`config.mk`:
```
export PLATFORM = sky130hd
export DESIGN_NAME = sac_ctrl
export DESIGN_NICKNAME = d
export VERILOG_FILES = /design/src/design/sac_pkg.sv /design/src/design/sac_tmr_if.sv /design/src/design/sac_ctrl.sv /design/src/design/sac_timer.sv
export SDC_FILE = /design/constraint.sdc
export NUM_CORES = 1
export LEC_CHECK = 0
export BUFFER_PORTS_ARGS = -buffer_cell sky130_fd_sc_hd__buf_2
export CORE_UTILIZATION = 53
export DETAILED_ROUTE_END_ITERATION = 10
export HOLD_SLACK_MARGIN = 0.02
export PLACE_DENSITY = 0.84
export SYNTH_ARGS = -nofsm -noshare
export SYNTH_HDL_FRONTEND = slang
export SYNTH_SLANG_ARGS = --single-unit
```
`constraint.sdc`:
```
create_clock -name core_clk -period 5.4 [get_ports core_clk]
set_input_delay 1.08 -clock core_clk [delete_from_list [all_inputs] [get_ports core_clk]]
set_output_delay 1.08 -clock core_clk [all_outputs]
set_load 0.005 [all_outputs]
```
`src/design/sac_pkg.sv`:
```
/*
 * Package for the asynchronous static memory access controller:
 * bus widths, pin timing figures and the cycle counts derived from them.
 * Assumes a single 10 MHz core clock.
 */
package sac_pkg;

    localparam int ADDR_W = 17;
    localparam int DATA_W = 24;
    localparam int TMR_W = 10;

    localparam int CLK_PERIOD_PS = 100000;

    // pin timing figures, in picoseconds; the power-up wait in microseconds
    localparam int ADDRESS_ACCESS_TIME_PS = 10000;
    localparam int ADDRESS_CHANGE_DATA_HOLD_PS = 3000;
    localparam int READ_CYCLE_TIME_PS = 10000;
    localparam int SELECT_TO_DATA_VALID_PS = 10000;
    localparam int OUTPUT_DRIVE_TO_VALID_PS = 5000;
    localparam int OUTPUT_FLOAT_PS = 5000;
    localparam int DESELECT_TO_SLEEP_PS = 10000;
    localparam int WRITE_CYCLE_TIME_PS = 10000;
    localparam int SELECT_TO_WRITE_END_PS = 7000;
    localparam int ADDRESS_SETUP_TO_WRITE_END_PS = 7000;
    localparam int ADDRESS_SETUP_TO_WRITE_START_PS = 0;
    localparam int WRITE_STROBE_PULSE_WIDTH_PS = 7000;
    localparam int WRITE_DATA_SETUP_PS = 5500;
    localparam int WRITE_DATA_HOLD_PS = 0;
    localparam int STROBE_LOW_TO_FLOAT_PS = 5000;
    localparam int SUPPLY_TO_FIRST_ACCESS_US = 100;

    // least time rounded up to whole cycles, never below one
    function automatic int cyc_up(input int ps);
        int c;
        c = (ps + CLK_PERIOD_PS - 1) / CLK_PERIOD_PS;
        return (c < 1) ? 1 : c;
    endfunction : cyc_up

    function automatic int max2(input int a, input int b);
        return (a > b) ? a : b;
    endfunction : max2

    localparam logic [TMR_W-1:0] SETUP_CYC = TMR_W'(cyc_up(ADDRESS_SETUP_TO_WRITE_START_PS));
    localparam logic [TMR_W-1:0] STROBE_CYC = TMR_W'(cyc_up(max2(
        max2(WRITE_STROBE_PULSE_WIDTH_PS, SELECT_TO_WRITE_END_PS),
        max2(ADDRESS_SETUP_TO_WRITE_END_PS, STROBE_LOW_TO_FLOAT_PS + WRITE_DATA_SETUP_PS))));
    localparam logic [TMR_W-1:0] HOLD_CYC = TMR_W'(cyc_up(WRITE_DATA_HOLD_PS));
    localparam logic [TMR_W-1:0] ACCESS_CYC = TMR_W'(cyc_up(max2(
        max2(ADDRESS_ACCESS_TIME_PS, SELECT_TO_DATA_VALID_PS),
        max2(OUTPUT_DRIVE_TO_VALID_PS, READ_CYCLE_TIME_PS))));
    localparam logic [TMR_W-1:0] RELEASE_CYC = TMR_W'(cyc_up(max2(
        max2(OUTPUT_FLOAT_PS, DESELECT_TO_SLEEP_PS), ADDRESS_CHANGE_DATA_HOLD_PS)));
    localparam logic [TMR_W-1:0] POWER_CYC = TMR_W'(cyc_up(SUPPLY_TO_FIRST_ACCESS_US * 1000000));

    typedef enum logic [2:0] {
        ST_IDLE = 3'h0,
        ST_W_SETUP = 3'h1,
        ST_W_STROBE = 3'h3,
        ST_W_HOLD = 3'h2,
        ST_R_ACCESS = 3'h4,
        ST_R_RELEASE = 3'h6
    } sac_state_e;

endpackage : sac_pkg

```
`src/design/sac_tmr_if.sv`:
```
/*
 * Interface between the access sequencer and its phase/power-up timer.
 * Assumes both ends share core_clk.
 */
`timescale 1ns/1ps
interface sac_tmr_if;
    import sac_pkg::*;
    logic load;
    logic [TMR_W-1:0] load_val;
    logic done;
    logic pwr_ok;
    modport ctl (output load, output load_val, input done, input pwr_ok);
    modport tmr (input load, input load_val, output done, output pwr_ok);
endinterface : sac_tmr_if

```
`src/design/sac_ctrl.sv`:
```
/*
 * Host-side controller for a 128K x 24 asynchronous static memory: takes one
 * word request at a time and sequences selects, strobes, address and data.
 * Assumes the memory pins are timed by this clock and the data pins are
 * resolved outside from mem_data_oe.
 */
// Functional notes
// - select: first low, second high, third low
// - data stable 5.5 ns before write end
// - address set 7 ns before write end
// - select and strobe 7 ns, cycle 10 ns
// - write strobe high throughout reads
// - strobe write with enable low: float plus setup
// - wait 100 us after power before access
`timescale 1ns/1ps
module sac_ctrl
    import sac_pkg::*;
(
    input wire logic core_clk,
    input wire logic reset_n,
    input wire logic req_valid,
    input wire logic req_write,
    input wire logic [ADDR_W-1:0] req_addr,
    input wire logic [DATA_W-1:0] req_wdata,
    output logic req_ready,
    output logic rsp_valid,
    output logic [DATA_W-1:0] rsp_rdata,
    output logic power_ready,
    output logic [ADDR_W-1:0] mem_addr,
    output logic chip_select_first_n,
    output logic chip_select_second_hi,
    output logic chip_select_third_n,
    output logic out_enable_n,
    output logic write_strobe_n,
    output logic [DATA_W-1:0] mem_data_out,
    output logic mem_data_oe,
    input wire logic [DATA_W-1:0] mem_data_in
);
    sac_state_e state_r;
    sac_state_e state_nxt;
    logic accept;
    logic sel_nxt;

    sac_tmr_if tif ();

    sac_timer u_timer (
        .core_clk(core_clk),
        .reset_n(reset_n),
        .tif(tif)
    );

    assign accept = req_valid && req_ready;

    always_comb begin
        state_nxt = state_r;
        tif.load = 1'b0;
        tif.load_val = '0;
        case (state_r)
            ST_IDLE: begin
                if (accept) begin
                    tif.load = 1'b1;
                    if (req_write) begin
                        state_nxt = ST_W_SETUP;
                        tif.load_val = SETUP_CYC - TMR_W'(1);
                    end else begin
                        state_nxt = ST_R_ACCESS;
                        tif.load_val = ACCESS_CYC - TMR_W'(1);
                    end
                end
            end
            ST_W_SETUP: begin
                if (tif.done) begin
                    state_nxt = ST_W_STROBE;
                    tif.load = 1'b1;
                    tif.load_val = STROBE_CYC - TMR_W'(1);
                end
            end
            ST_W_STROBE: begin
                if (tif.done) begin
                    state_nxt = ST_W_HOLD;
                    tif.load = 1'b1;
                    tif.load_val = HOLD_CYC - TMR_W'(1);
                end
            end
            ST_W_HOLD: begin
                if (tif.done) begin
                    state_nxt = ST_IDLE;
                end
            end
            ST_R_ACCESS: begin
                if (tif.done) begin
                    state_nxt = ST_R_RELEASE;
                    tif.load = 1'b1;
                    tif.load_val = RELEASE_CYC - TMR_W'(1);
                end
            end
            ST_R_RELEASE: begin
                if (tif.done) begin
                    state_nxt = ST_IDLE;
                end
            end
            default: begin
                state_nxt = ST_IDLE;
            end
        endcase
    end

    always_ff @(posedge core_clk or negedge reset_n) begin
        if (!reset_n) begin
            state_r <= ST_IDLE;
        end else begin
            state_r <= state_nxt;
        end
    end

    // no request taken before the power-up wait has run out
    always_ff @(posedge core_clk or negedge reset_n) begin
        if (!reset_n) begin
            req_ready <= 1'b0;
            power_ready <= 1'b0;
        end else begin
            req_ready <= tif.pwr_ok && (state_nxt == ST_IDLE) && !accept;
            power_ready <= tif.pwr_ok;
        end
    end

    // selects stay active through the hold phase so the strobe ends the write
    assign sel_nxt = (state_nxt == ST_W_SETUP) || (state_nxt == ST_W_STROBE) ||
        (state_nxt == ST_W_HOLD) || (state_nxt == ST_R_ACCESS);

    always_ff @(posedge core_clk or negedge reset_n) begin
        if (!reset_n) begin
            chip_select_first_n <= 1'b1;
            chip_select_second_hi <= 1'b0;
            chip_select_third_n <= 1'b1;
            write_strobe_n <= 1'b1;
            out_enable_n <= 1'b1;
            mem_data_oe <= 1'b0;
        end else begin
            chip_select_first_n <= !sel_nxt;
            chip_select_second_hi <= sel_nxt;
            chip_select_third_n <= !sel_nxt;
            write_strobe_n <= (state_nxt != ST_W_STROBE);
            out_enable_n <= (state_nxt != ST_R_ACCESS);
            mem_data_oe <= (state_nxt == ST_W_SETUP) || (state_nxt == ST_W_STROBE) ||
                (state_nxt == ST_W_HOLD);
        end
    end

    // address and data are held for the whole access
    always_ff @(posedge core_clk or negedge reset_n) begin
        if (!reset_n) begin
            mem_addr <= '0;
            mem_data_out <= '0;
        end else if (accept) begin
            mem_addr <= req_addr;
            if (req_write) begin
                mem_data_out <= req_wdata;
            end
        end
    end

    always_ff @(posedge core_clk or negedge reset_n) begin
        if (!reset_n) begin
            rsp_valid <= 1'b0;
            rsp_rdata <= '0;
        end else begin
            rsp_valid <= ((state_r == ST_R_ACCESS) && (state_nxt == ST_R_RELEASE)) ||
                ((state_r == ST_W_HOLD) && (state_nxt == ST_IDLE));
            if ((state_r == ST_R_ACCESS) && (state_nxt == ST_R_RELEASE)) begin
                rsp_rdata <= mem_data_in;
            end
        end
    end
endmodule : sac_ctrl

```
`src/design/sac_timer.sv`:
```
/*
 * Phase timer and power-up wait counter for the access sequencer.
 * Assumes reset release marks the moment the supply is up.
 */
`timescale 1ns/1ps
module sac_timer
    import sac_pkg::*;
(
    input wire logic core_clk,
    input wire logic reset_n,
    sac_tmr_if.tmr tif
);
    logic [TMR_W-1:0] cnt_r;
    logic [TMR_W-1:0] pwr_cnt_r;
    logic pwr_ok_r;

    // a load of n-1 lets the phase last n cycles
    always_ff @(posedge core_clk or negedge reset_n) begin
        if (!reset_n) begin
            cnt_r <= '0;
        end else if (tif.load) begin
            cnt_r <= tif.load_val;
        end else if (cnt_r != '0) begin
            cnt_r <= cnt_r - TMR_W'(1);
        end
    end

    always_ff @(posedge core_clk or negedge reset_n) begin
        if (!reset_n) begin
            pwr_cnt_r <= '0;
            pwr_ok_r <= 1'b0;
        end else if (!pwr_ok_r) begin
            pwr_cnt_r <= pwr_cnt_r + TMR_W'(1);
            pwr_ok_r <= (pwr_cnt_r == POWER_CYC - TMR_W'(1));
        end
    end

    assign tif.done = (cnt_r == '0);
    assign tif.pwr_ok = pwr_ok_r;
endmodule : sac_timer

```
==> results of run 1 <==
[metal layers]
| layer | part of all wire (%) | GRT usage (%) | wire length (um) |
|---|---|---|---|
| met5 | 0 | 0 | 0 |
| met4 | 1.4 | 6.35 | 104 |
| met3 | 6.5 | 4.94 | 498 |
| met2 | 50 | 34.3 | 3810 |
| met1 | 42 | 22.2 | 3260 |
[logic make-up (layout without fill, tap and decap cells)]
family | count (synthesis) | in the layout | synth area share [%]
compound gates | 27 | 27 | 4.46
mux | 67 | 67 | 20.4
fa+ha+maj | 3 | 3 | 0.923
simple gates | 62 | 62 | 8.92
buf+inv | 18 | 167 | 2.77
flops | 97 | 97 | 59.8
xor+xnor | 13 | 13 | 2.80
[power breakdown]
part	switching, mW	internal, mW	leakage, nW
logic	0.0203	0.0182	1.41
clock network	0.240	0.228	0.103
registers	0	0.726	1.33
[synth_stat cells, drive strengths merged (5+ instances only)]
cell and count:
nand3 6, nor2 15, o21ai 6, buf 5, nor3 6, nand2 11, xnor2 9, mux2 66
inv 6, clkbuf 7, a21oi 9, dfrtp 94
[worst max-delay path, cell delays in order, from the launching register on]
cell	delay, ps
dfrtp_1	440
inv_1	110
ha_1	160
nor4b_4	330
nand3_2	330
nor2b_2	190
buf_4	380
mux2_2	380
[worst max path at each step]
stage,start,endpoint,slack (ps)
CTS,u_timer.cnt_r[0]$_DFFE_PN0P_,rsp_rdata[0]$_DFFE_PN0P_,2980
global placement,req_valid,mem_data_oe$_DFF_PN0_,3010
detailed placement,req_valid,mem_data_oe$_DFF_PN0_,2930
finish,u_timer.cnt_r[0]$_DFFE_PN0P_,rsp_rdata[0]$_DFFE_PN0P_,2970
floorplan,req_valid,mem_data_out[10]$_DFFE_PN0P_,3250
global route,u_timer.cnt_r[0]$_DFFE_PN0P_,rsp_rdata[23]$_DFFE_PN0P_,2790
[area by class of cell]
| class | count | area [sq um] |
|---|---|---|
| sequential | 97 | 2430 |
| inverter | 6 | 22.5 |
| tap | 99 | 124 |
| timing repair buffer | 145 | 736 |
| multi-input combinational | 172 | 1520 |
| clock buffer | 10 | 138 |
| clock inverter | 6 | 65.1 |
| fill | 567 | 2290 |
[layout by cell type (no fill, tap or decap), types with 3 or more instances in the layout]
cell type / count
dfrtp_1: 94
xor2_1: 4
inv_1: 6
or4_1: 3
mux2_4: 20
nor3_1: 6
xnor2_1: 9
nand3_1: 5
clkbuf_8: 10
nor2_1: 15
ha_1: 3
a21oi_1: 9
dfstp_2: 3
mux2_2: 46
o21ai_0: 5
nand2_1: 11
nand4_1: 4
buf_2: 141
or3_1: 3
buf_4: 4
[metrics by stage]
step | hold slack (ps) | total power [mW] | setup WS, ps | instance area [sq um] | std cells
6_report | 478 | 1.23 | 2970 | 5040 | 535
3_3_place_gp | 457 | 0.778 | 3010 | 4840 | 519
5_1_grt | 505 | 1.28 | 2790 | 5040 | 535
3_5_place_dp | 459 | 0.780 | 2930 | 4840 | 519
4_1_cts | 477 | 1.25 | 2980 | 5040 | 535
2_1_floorplan | 442 | 0.741 | 3250 | 4070 | 287
[registers in the layout, summed over array words and instances, names as in the netlist]
name and flops:
u_timer.cnt_r 10, chip_select_second_hi 1, mem_data_oe 1, mem_addr 17, u_timer.pwr_cnt_r 10, mem_data_out 24
chip_select_third_n 1, req_ready 1, u_timer.tif.pwr_ok 1, power_ready 1, rsp_valid 1, state_r 3
out_enable_n 1, rsp_rdata 24, write_strobe_n 1
==> metrics.yaml, run 1 <==
status: "finished, final reports clean"
grt_pass1_wl_um: 11700
synth_cell_type_count: 48
antenna_found_initial: 0
dp_hpwl_um: 5670
avgSynthCellArea_sq_um: 14.2
final_util_pct: 68.7
vias: 2768
synth_top_area_share_pct: 57.8
synth_edf_count: 0
r2r-end: "rsp_rdata[0]$_DFFE_PN0P_"
core_sq_mm: 0.00733
critical_path.max_fanout: 24
power.density_mw_per_mm2: 245
totalWireLength_um: 7670
path_class: "reg -> reg"
io_pins: 143
syn_inst: 287
gp_congestion: 0.811
grt_max_degree: 52
path_clk_slew_ps: 80
whs_path_depth: 1
fmax_ghz: 0.412
syn-num-nets: 359
syn_to_final_growth_pct: 23.9
rr_worst_depth: 7
vdd_drop_max_v: 0.000149
clockRootBuffer: "clkbuf_8"
viasPerCell: 5.17
period_share_pct: 45.0
synth-seq-cells: 97
crit_arrival_ps: 2660
rows: 31
hold_viol: 0
nets: 503
r2r_start: "u_timer.cnt_r[0]$_DFFE_PN0P_"
clk_latency_ps: 350
worstSetupStartpointType: "flop"
yosys.area.top_type: "dfrtp_1"
wl_per_cell_um: 14.3
maxCapViolCount: 0
port_buffers: 142
synth-warning-count: 0
min_to: "u_timer.pwr_cnt_r[9]$_DFFE_PN0N_"
clock_sink_count: 97
critPathCaptureType: "flop"
grt_overflow: 0
dr.pass1.iters: 4
final_layout_size_suffix_gt1_share_pct: 54.6
worst_slew_pin_slew_ps: 863
rsz0062_at_grt: "false"
antenna_left: 0
async_reset_ff_share_pct: 100
fin_worst_skew_ps: 12.2
netlist_top_cells_area: "dfrtp_1 58%, mux2_2 13%, mux2_4 7.4%"
die-area_sq_mm: 0.00803
tns_ps: 0
hp-class: "reg -> reg"
cts_tree: "built"
synth_ff_type: "dfrtp_1"
grt_usage_pct: 19.1
start_util_pct: 55.5
min_from: "u_timer.pwr_cnt_r[9]$_DFFE_PN0N_"
regToRegSetupSlack_ps: 2970
clk_path_buf_depth: 2
finalSetupViolCount: 0
p_leak_nw: 2.84
cts_hold_buf: 0
n_antenna_cell: 0
maxSlewHeadroom_pct: 42.3
htree_levels: 3
initialDrtViolationCount: 72
slew_violations: 0
fin_crit_ps: 2430
netlist_area_sq_mm: 0.00407
cts_setup_buffers: 0
cts_buffers: 9
die_h_um: 89.6
cp.required_ps: 5630
die_x_um: 89.6
drc: 0
ys_seq_area_share_pct: 59.8
cts.repair.resized: 0
grt_pass1_vias: 2727
(Power assumes the default switching activity.)
==> inputs of run 2 (changes only) <==
- CORE_UTILIZATION: 53 -> 45
- PLACE_DENSITY: 0.84 -> 0.76
- clock period: 5.4 -> 2.1 ns (I/O delays scaled with it)
==> run 2 against run 1 <==
  * Maximum frequency is 22% higher
  * Register-to-register slack worse by 2900 ps
  * Cell count is 2.8% higher
  * Power grew to 2.8 times the previous value
  * Combinational power grew to 2.7 times the previous value
  * Utilization is 9.4 points lower
  * Global-route usage is 1.7 points lower
  * Largest cell class unchanged
  * Largest power group unchanged
==> metrics.yaml, run 2 (same netlist as run 1, synthesis figures left out) <==
path_clk_slew_ps: 90  # about the same
port_buffers: 142  # unchanged
seqPwrFrac_pct: 55.0  # -3.9 points
post-place-ws_ps: 59.0  # -2870 ps
antenna_found_initial: 0  # unchanged
final_util_pct: 59.4  # -9.4 points
start_util_pct: 46.6  # -8.8 points
initialDrtViolationCount: 100  # +39%
maxCapViolCount: 0  # unchanged
slowest_delay_ps: 440  # about the same
clock_sink_count: 97  # unchanged
grt_pass1_wl_um: 13200  # +14%
die-area_sq_mm: 0.00942  # +17%
totalWireLength_um: 7900  # +3.0%
cts_tree: "built"
cp.required_ps: 2330  # -3300 ps
fin_crit_ps: 1990  # -443 ps
final_layout_size_suffix_gt1_share_pct: 55.2  # +0.62 points
gp_congestion: 0.742  # -8.5%
share_comb_of_total_power_pct: 3.0  # about the same
rsz0062_at_grt: "true"
critPathCaptureType: "flop"
period_share_pct: 94.6  # +50 points
cts_buffers: 9  # unchanged
grt_overflow: 0  # unchanged
crit_family: "simple AND/OR/NAND/NOR gates"
viasPerCell: 5.05  # -2.3%
wl_per_cell_um: 14.4  # +0.16%
worst_slew_pin_slew_ps: 486  # -378 ps
fin_worst_skew_ps: 9.41  # -2.75 ps
seqCellArea_sq_mm: 0.00243  # unchanged
die_h_um: 97.1  # +8.3%
rows: 34  # +9.7%
nFillCells: 707  # +25%
path_class: "reg -> reg"
syn_to_final_growth_pct: 27.3
p_leak_nw: 2.90  # +2.1%
finalSetupViolCount: 0  # unchanged
htree_levels: 3  # unchanged
core_sq_mm: 0.00872  # +19%
grt_usage_pct: 17.4  # -1.7 points
clockRootBuffer: "clkbuf_8"
vias: 2780  # +0.43%
cts.repair.resized: 0  # unchanged
slew_violations: 0  # unchanged
worst_slack_ps: 114  # -2860 ps
hold_viol: 0  # unchanged
dr.pass1.iters: 4  # unchanged
grt_pass1_vias: 2879  # +5.6%
critical_path.max_fanout: 24  # unchanged
status: "finished, final reports clean"
grt_max_degree: 38  # -27%
antenna_left: 0  # unchanged
crit_chain: "inv_1 > ha_1 > nor4b_4 > nand3_2 > nor2b_2 > buf_12 > mux2_2"
clk_path_buf_depth: 2  # unchanged
p_sw_mw: 0.684  # +160%
die_x_um: 97.1  # +8.3%
power.density_mw_per_mm2: 655  # +170%
critical_path_buf_inv_count: 2  # unchanged
fmax_ghz: 0.504  # +22%
post_dp_cell_area_sq_mm: 0.00493  # +1.9%
vdd_drop_max_v: 0.000324  # +120%
multi_input_area_sq_mm: 0.00152  # unchanged
hp-class: "in -> async"
biggestRegsByFlops: "mem_data_out: 24 flops, rsp_rdata: 24 flops, mem_addr: 17 flops"
slowest_stage: "dfrtp_1"
worstSetupStartpointType: "flop"
clk_latency_ps: 340  # about the same
p_clk_share_pct: 41.9  # +3.9 points
crit_arrival_ps: 2220  # -440 ps
post-route-cell-area_sq_mm: 0.00518  # +2.7%
nets: 510  # +1.4%
dp_hpwl_um: 5850  # +3.1%
switching_share_pct: 20.2  # -0.99 points
final_common_cell: "buf_2"
final_cell_mix: "141 x buf_2, 94 x dfrtp_1, 46 x mux2_2, 20 x mux2_4, 15 x nor2_1"
maxSlewHeadroom_pct: 67.3  # +25 points
n_antenna_cell: 0  # unchanged
io_pins: 143  # unchanged
drc: 0  # unchanged
internal-power_mw: 2.71  # +180%
==> run 2: power by group through the flow <==
stage          logic (mW)  clock network [mW]  registers, mW
6_report            0.103                1.42           1.87
5_1_grt             0.119                1.52           1.87
4_1_cts             0.108                1.45           1.87
3_5_place_dp        0.108                   0           1.90
3_3_place_gp        0.104                   0           1.90
2_1_floorplan     0.00184                   0           1.90
==> run 2: area by class of cell <==
type	count	area share (%)
clock buffers	9	2.39
clock inverters	6	2.22
inverters	6	0.435
multi-input cells	172	29.4
flip-flops and latches	97	47.0
well taps	108	2.61
repair buffers	152	15.9
==> run 2: path summary, 6_finish.rpt <==
kind / from / to / slack, ps / cells after the start
worst max-delay path: u_timer.cnt_r[0]$_DFFE_PN0P_ / rsp_rdata[1]$_DFFE_PN0P_ / 110 / 7
worst min-delay path: reset_n / u_timer.pwr_cnt_r[4]$_DFFE_PN0N_ / 7 / 1
worst max register to register: u_timer.cnt_r[0]$_DFFE_PN0P_ / rsp_rdata[1]$_DFFE_PN0P_ / 110 / 7
worst min register to register: u_timer.pwr_cnt_r[9]$_DFFE_PN0N_ / u_timer.pwr_cnt_r[9]$_DFFE_PN0N_ / 490 / 1
max in group asynchronous: reset_n / mem_data_out[2]$_DFFE_PN0P_ / 1390 / 2
min in group core_clk: req_addr[5] / mem_addr[5]$_DFFE_PN0P_ / 290 / 2
==> run 2: worst register-to-register path: stages, from the launching register on <==
cell and delay, ps:
dfrtp_1 440, inv_1 100, ha_1 170, nor4b_4 290, nand3_2 130, nor2b_2 170, buf_12 220, mux2_2 360
==> run 2: through the flow <==
step | std cells | hold WS, ps | TNS, ps | power, mW
floorplan | 287 | 124 | 0 | 1.91
global placement | 534 | 385 | 0 | 2.01
detailed placement | 534 | 397 | 0 | 2.01
CTS | 549 | 22.1 | 0 | 3.43
global route | 550 | 36.6 | -111 | 3.51
finish | 550 | 6.63 | 0 | 3.39
==> run 2: what timing repair did <==
action	4_1_cts	5_1_grt
buffers inserted	0	1
setup endpoints to repair	0	34
hold endpoints to repair	0	0
hold buffers	0	0
==> run 2: metal layers <==
layer	part of all wire [%]	GRT usage (%)	wire length (um)	vias to the layer above
li1	-	-	-	1316
met1	44	22.0	3480	1360
met2	49	30.1	3900	97
met3	5.9	4.10	467	7
met4	0.60	4.13	47	0
met5	0	0	0	-
==> inputs of run 3 (changes only) <==
- CORE_UTILIZATION: 45 -> 40
- CTS_BUF_LIST: unset -> sky130_fd_sc_hd__clkbuf_4 sky130_fd_sc_hd__clkbuf_8
- PLACE_DENSITY: 0.76 -> 0.69
==> run 3 against run 2 <==
  * Cell count up 5.5%
  * Sequential power about the same
  * Sequential share of layout area down 0.057 points
  * Combinational power up 4%
  * Die area up 12%
  * Utilization down 6.6 points
  * Critical path depth unchanged
  * Global-route usage down 2.4 points
  * Design area up 0.12%
==> metrics.yaml, run 3 (same netlist as run 1, synthesis figures left out) <==
status: "finished, final reports clean"
wl_met1_um: 3360  # -3.5%
core_sq_mm: 0.00982  # +13%
whs_path_depth: 2
period_share_pct: 92.6  # -2.0 points
maxUsedRoutingLayer: "met4"
r2r_start: "u_timer.cnt_r[1]$_DFFE_PN0P_"
nFillCells: 906  # +28%
antenna_left: 0  # unchanged
hold_ws_ps: 286  # +280 ps
vdd_drop_max_v: 0.000353  # +9.0%
grt_usage_pct: 14.9  # -2.4 points
dr.pass1.iters: 4  # unchanged
worst_slew_pin_slew_ps: 528  # +42.6 ps
clk_latency_ps: 350  # about the same
start_util_pct: 41.4  # -5.2 points
wl_met3_um: 572  # +22%
worst_slack_ps: 155  # +41.4 ps
grt_overflow: 0  # unchanged
regToRegSetupSlack_ps: 160  # +40 ps
clockRootBuffer: "clkbuf_8"
r2r-end: "rsp_rdata[0]$_DFFE_PN0P_"
fin_crit_ps: 1940  # -41.4 ps
vias: 2788  # +0.29%
finalSetupViolCount: 0  # unchanged
path_clk_slew_ps: 90  # about the same
cp.required_ps: 2340  # about the same
p_leak_nw: 2.89  # -0.27%
syn_to_final_growth_pct: 27.4
hp-class: "in -> reg"
biggestRegsByFlops: "mem_data_out: 24 flops, rsp_rdata: 24 flops, mem_addr: 17 flops"
power.density_mw_per_mm2: 595  # -9.2%
rr_worst_depth: 7  # unchanged
drc: 0  # unchanged
wl_met2_um: 3960  # +1.4%
die_h_um: 103  # +5.9%
grt_pass1_wl_um: 12100  # -8.8%
antenna_found_initial: 0  # unchanged
fmax_ghz: 0.514  # +2.1%
critical_path.max_fanout: 24  # unchanged
crit_arrival_ps: 2190  # -30 ps
cts_buffers: 9  # unchanged
wl_per_cell_um: 13.7  # -4.9%
post-place-ws_ps: 104  # +45.1 ps
maxCapViolCount: 0  # unchanged
totalWireLength_um: 7920  # +0.27%
port_buffers: 142  # unchanged
cts_tree: "built"
grt_pass1_vias: 2654  # -7.8%
rows: 36  # +5.9%
gp_congestion: 0.731  # -1.5%
clock_sink_count: 97  # unchanged
rsz0062_at_grt: "false"
worstSetupStartpointType: "flop"
slew_violations: 0  # unchanged
tns_ps: 0  # unchanged
path_class: "reg -> reg"
n_antenna_cell: 0  # unchanged
final_layout_size_suffix_gt1_share_pct: 55.5  # +0.28 points
cts.repair.resized: 0  # unchanged
htree_levels: 3  # unchanged
die-area_sq_mm: 0.0106  # +12%
viasPerCell: 4.81  # -4.9%
initialDrtViolationCount: 75  # -25%
min_from: "req_addr[8]"
clk_path_buf_depth: 2  # unchanged
dp_hpwl_um: 5740  # -1.9%
hold_viol: 0  # unchanged
grt_max_degree: 42  # +11%
maxSlewHeadroom_pct: 64.7  # -2.6 points
fin_worst_skew_ps: 6.74  # -2.67 ps
final_cell_mix: "141 x buf_2, 94 x dfrtp_1, 46 x mux2_2, 20 x mux2_4, 15 x nor2_1"
min_to: "mem_addr[8]$_DFFE_PN0P_"
die_x_um: 103  # +5.9%
nets: 514  # +0.78%
critPathCaptureType: "flop"
worstSetupStartpoint: "u_timer.cnt_r[1]$_DFFE_PN0P_"
total_power_mw: 3.08  # -9.1%
io_pins: 143  # unchanged
final_common_cell: "buf_2"
==> run 3: worst max path at each step <==
stage	to	cells past startpoint	slack, ps
6_report	rsp_rdata[0]$_DFFE_PN0P_	7	160
5_1_grt	rsp_rdata[0]$_DFFE_PN0P_	7	10
2_1_floorplan	rsp_rdata[10]$_DFFE_PN0P_	8	200
3_3_place_gp	rsp_rdata[0]$_DFFE_PN0P_	7	160
4_1_cts	rsp_rdata[0]$_DFFE_PN0P_	7	90
3_5_place_dp	rsp_rdata[0]$_DFFE_PN0P_	7	100
==> run 3: layout make-up <==
class                      instances  area, sq um  share of cell area (%)
sequential                        97         2430                    46.9
clock buffer                      12          153                    2.94
timing repair buffer             156          858                    16.6
multi-input combinational        172         1520                    29.4
tap                              133          166                    3.21
inverter                           6         22.5                   0.434
clock inverter                     4         28.8                   0.555
==> run 3: worst max-delay path, stage by stage, from the launching register on <==
cell	delay (ps)
dfrtp_1	430
inv_1	90
ha_1	150
nor4b_4	290
nand3_2	130
nor2b_2	170
buf_12	220
mux2_2	350
==> run 3: per-layer routing <==
layer / vias to the layer above / global-route usage [%]
met5: - / 0
met4: 0 / 2.93
met3: 6 / 5.63
met2: 89 / 25.9
met1: 1374 / 17.7
li1: 1319 / -
==> run 3: power by group <==
| part | leakage (nW) | internal, mW | switching (mW) |
|---|---|---|---|
| registers | 1.33 | 1.87 | 0 |
| clock network | 0.0894 | 0.490 | 0.620 |
| logic | 1.47 | 0.0531 | 0.0541 |
==> run 3: timing repair <==
action,in CTS,in global routing
buffers inserted,0,2
hold buffers,1,0
endpoints found under the hold margin,11,0
setup endpoints to repair,0,31
==> run 3: stage by stage <==
stage	area (sq um)	utilization, %	cells
after floorplan	4070	-	287
after global placement	4980	50.7	561
after detailed placement	4980	50.7	561
after CTS	5170	52.6	578
after global routing	5180	52.8	580
final	5180	52.8	580
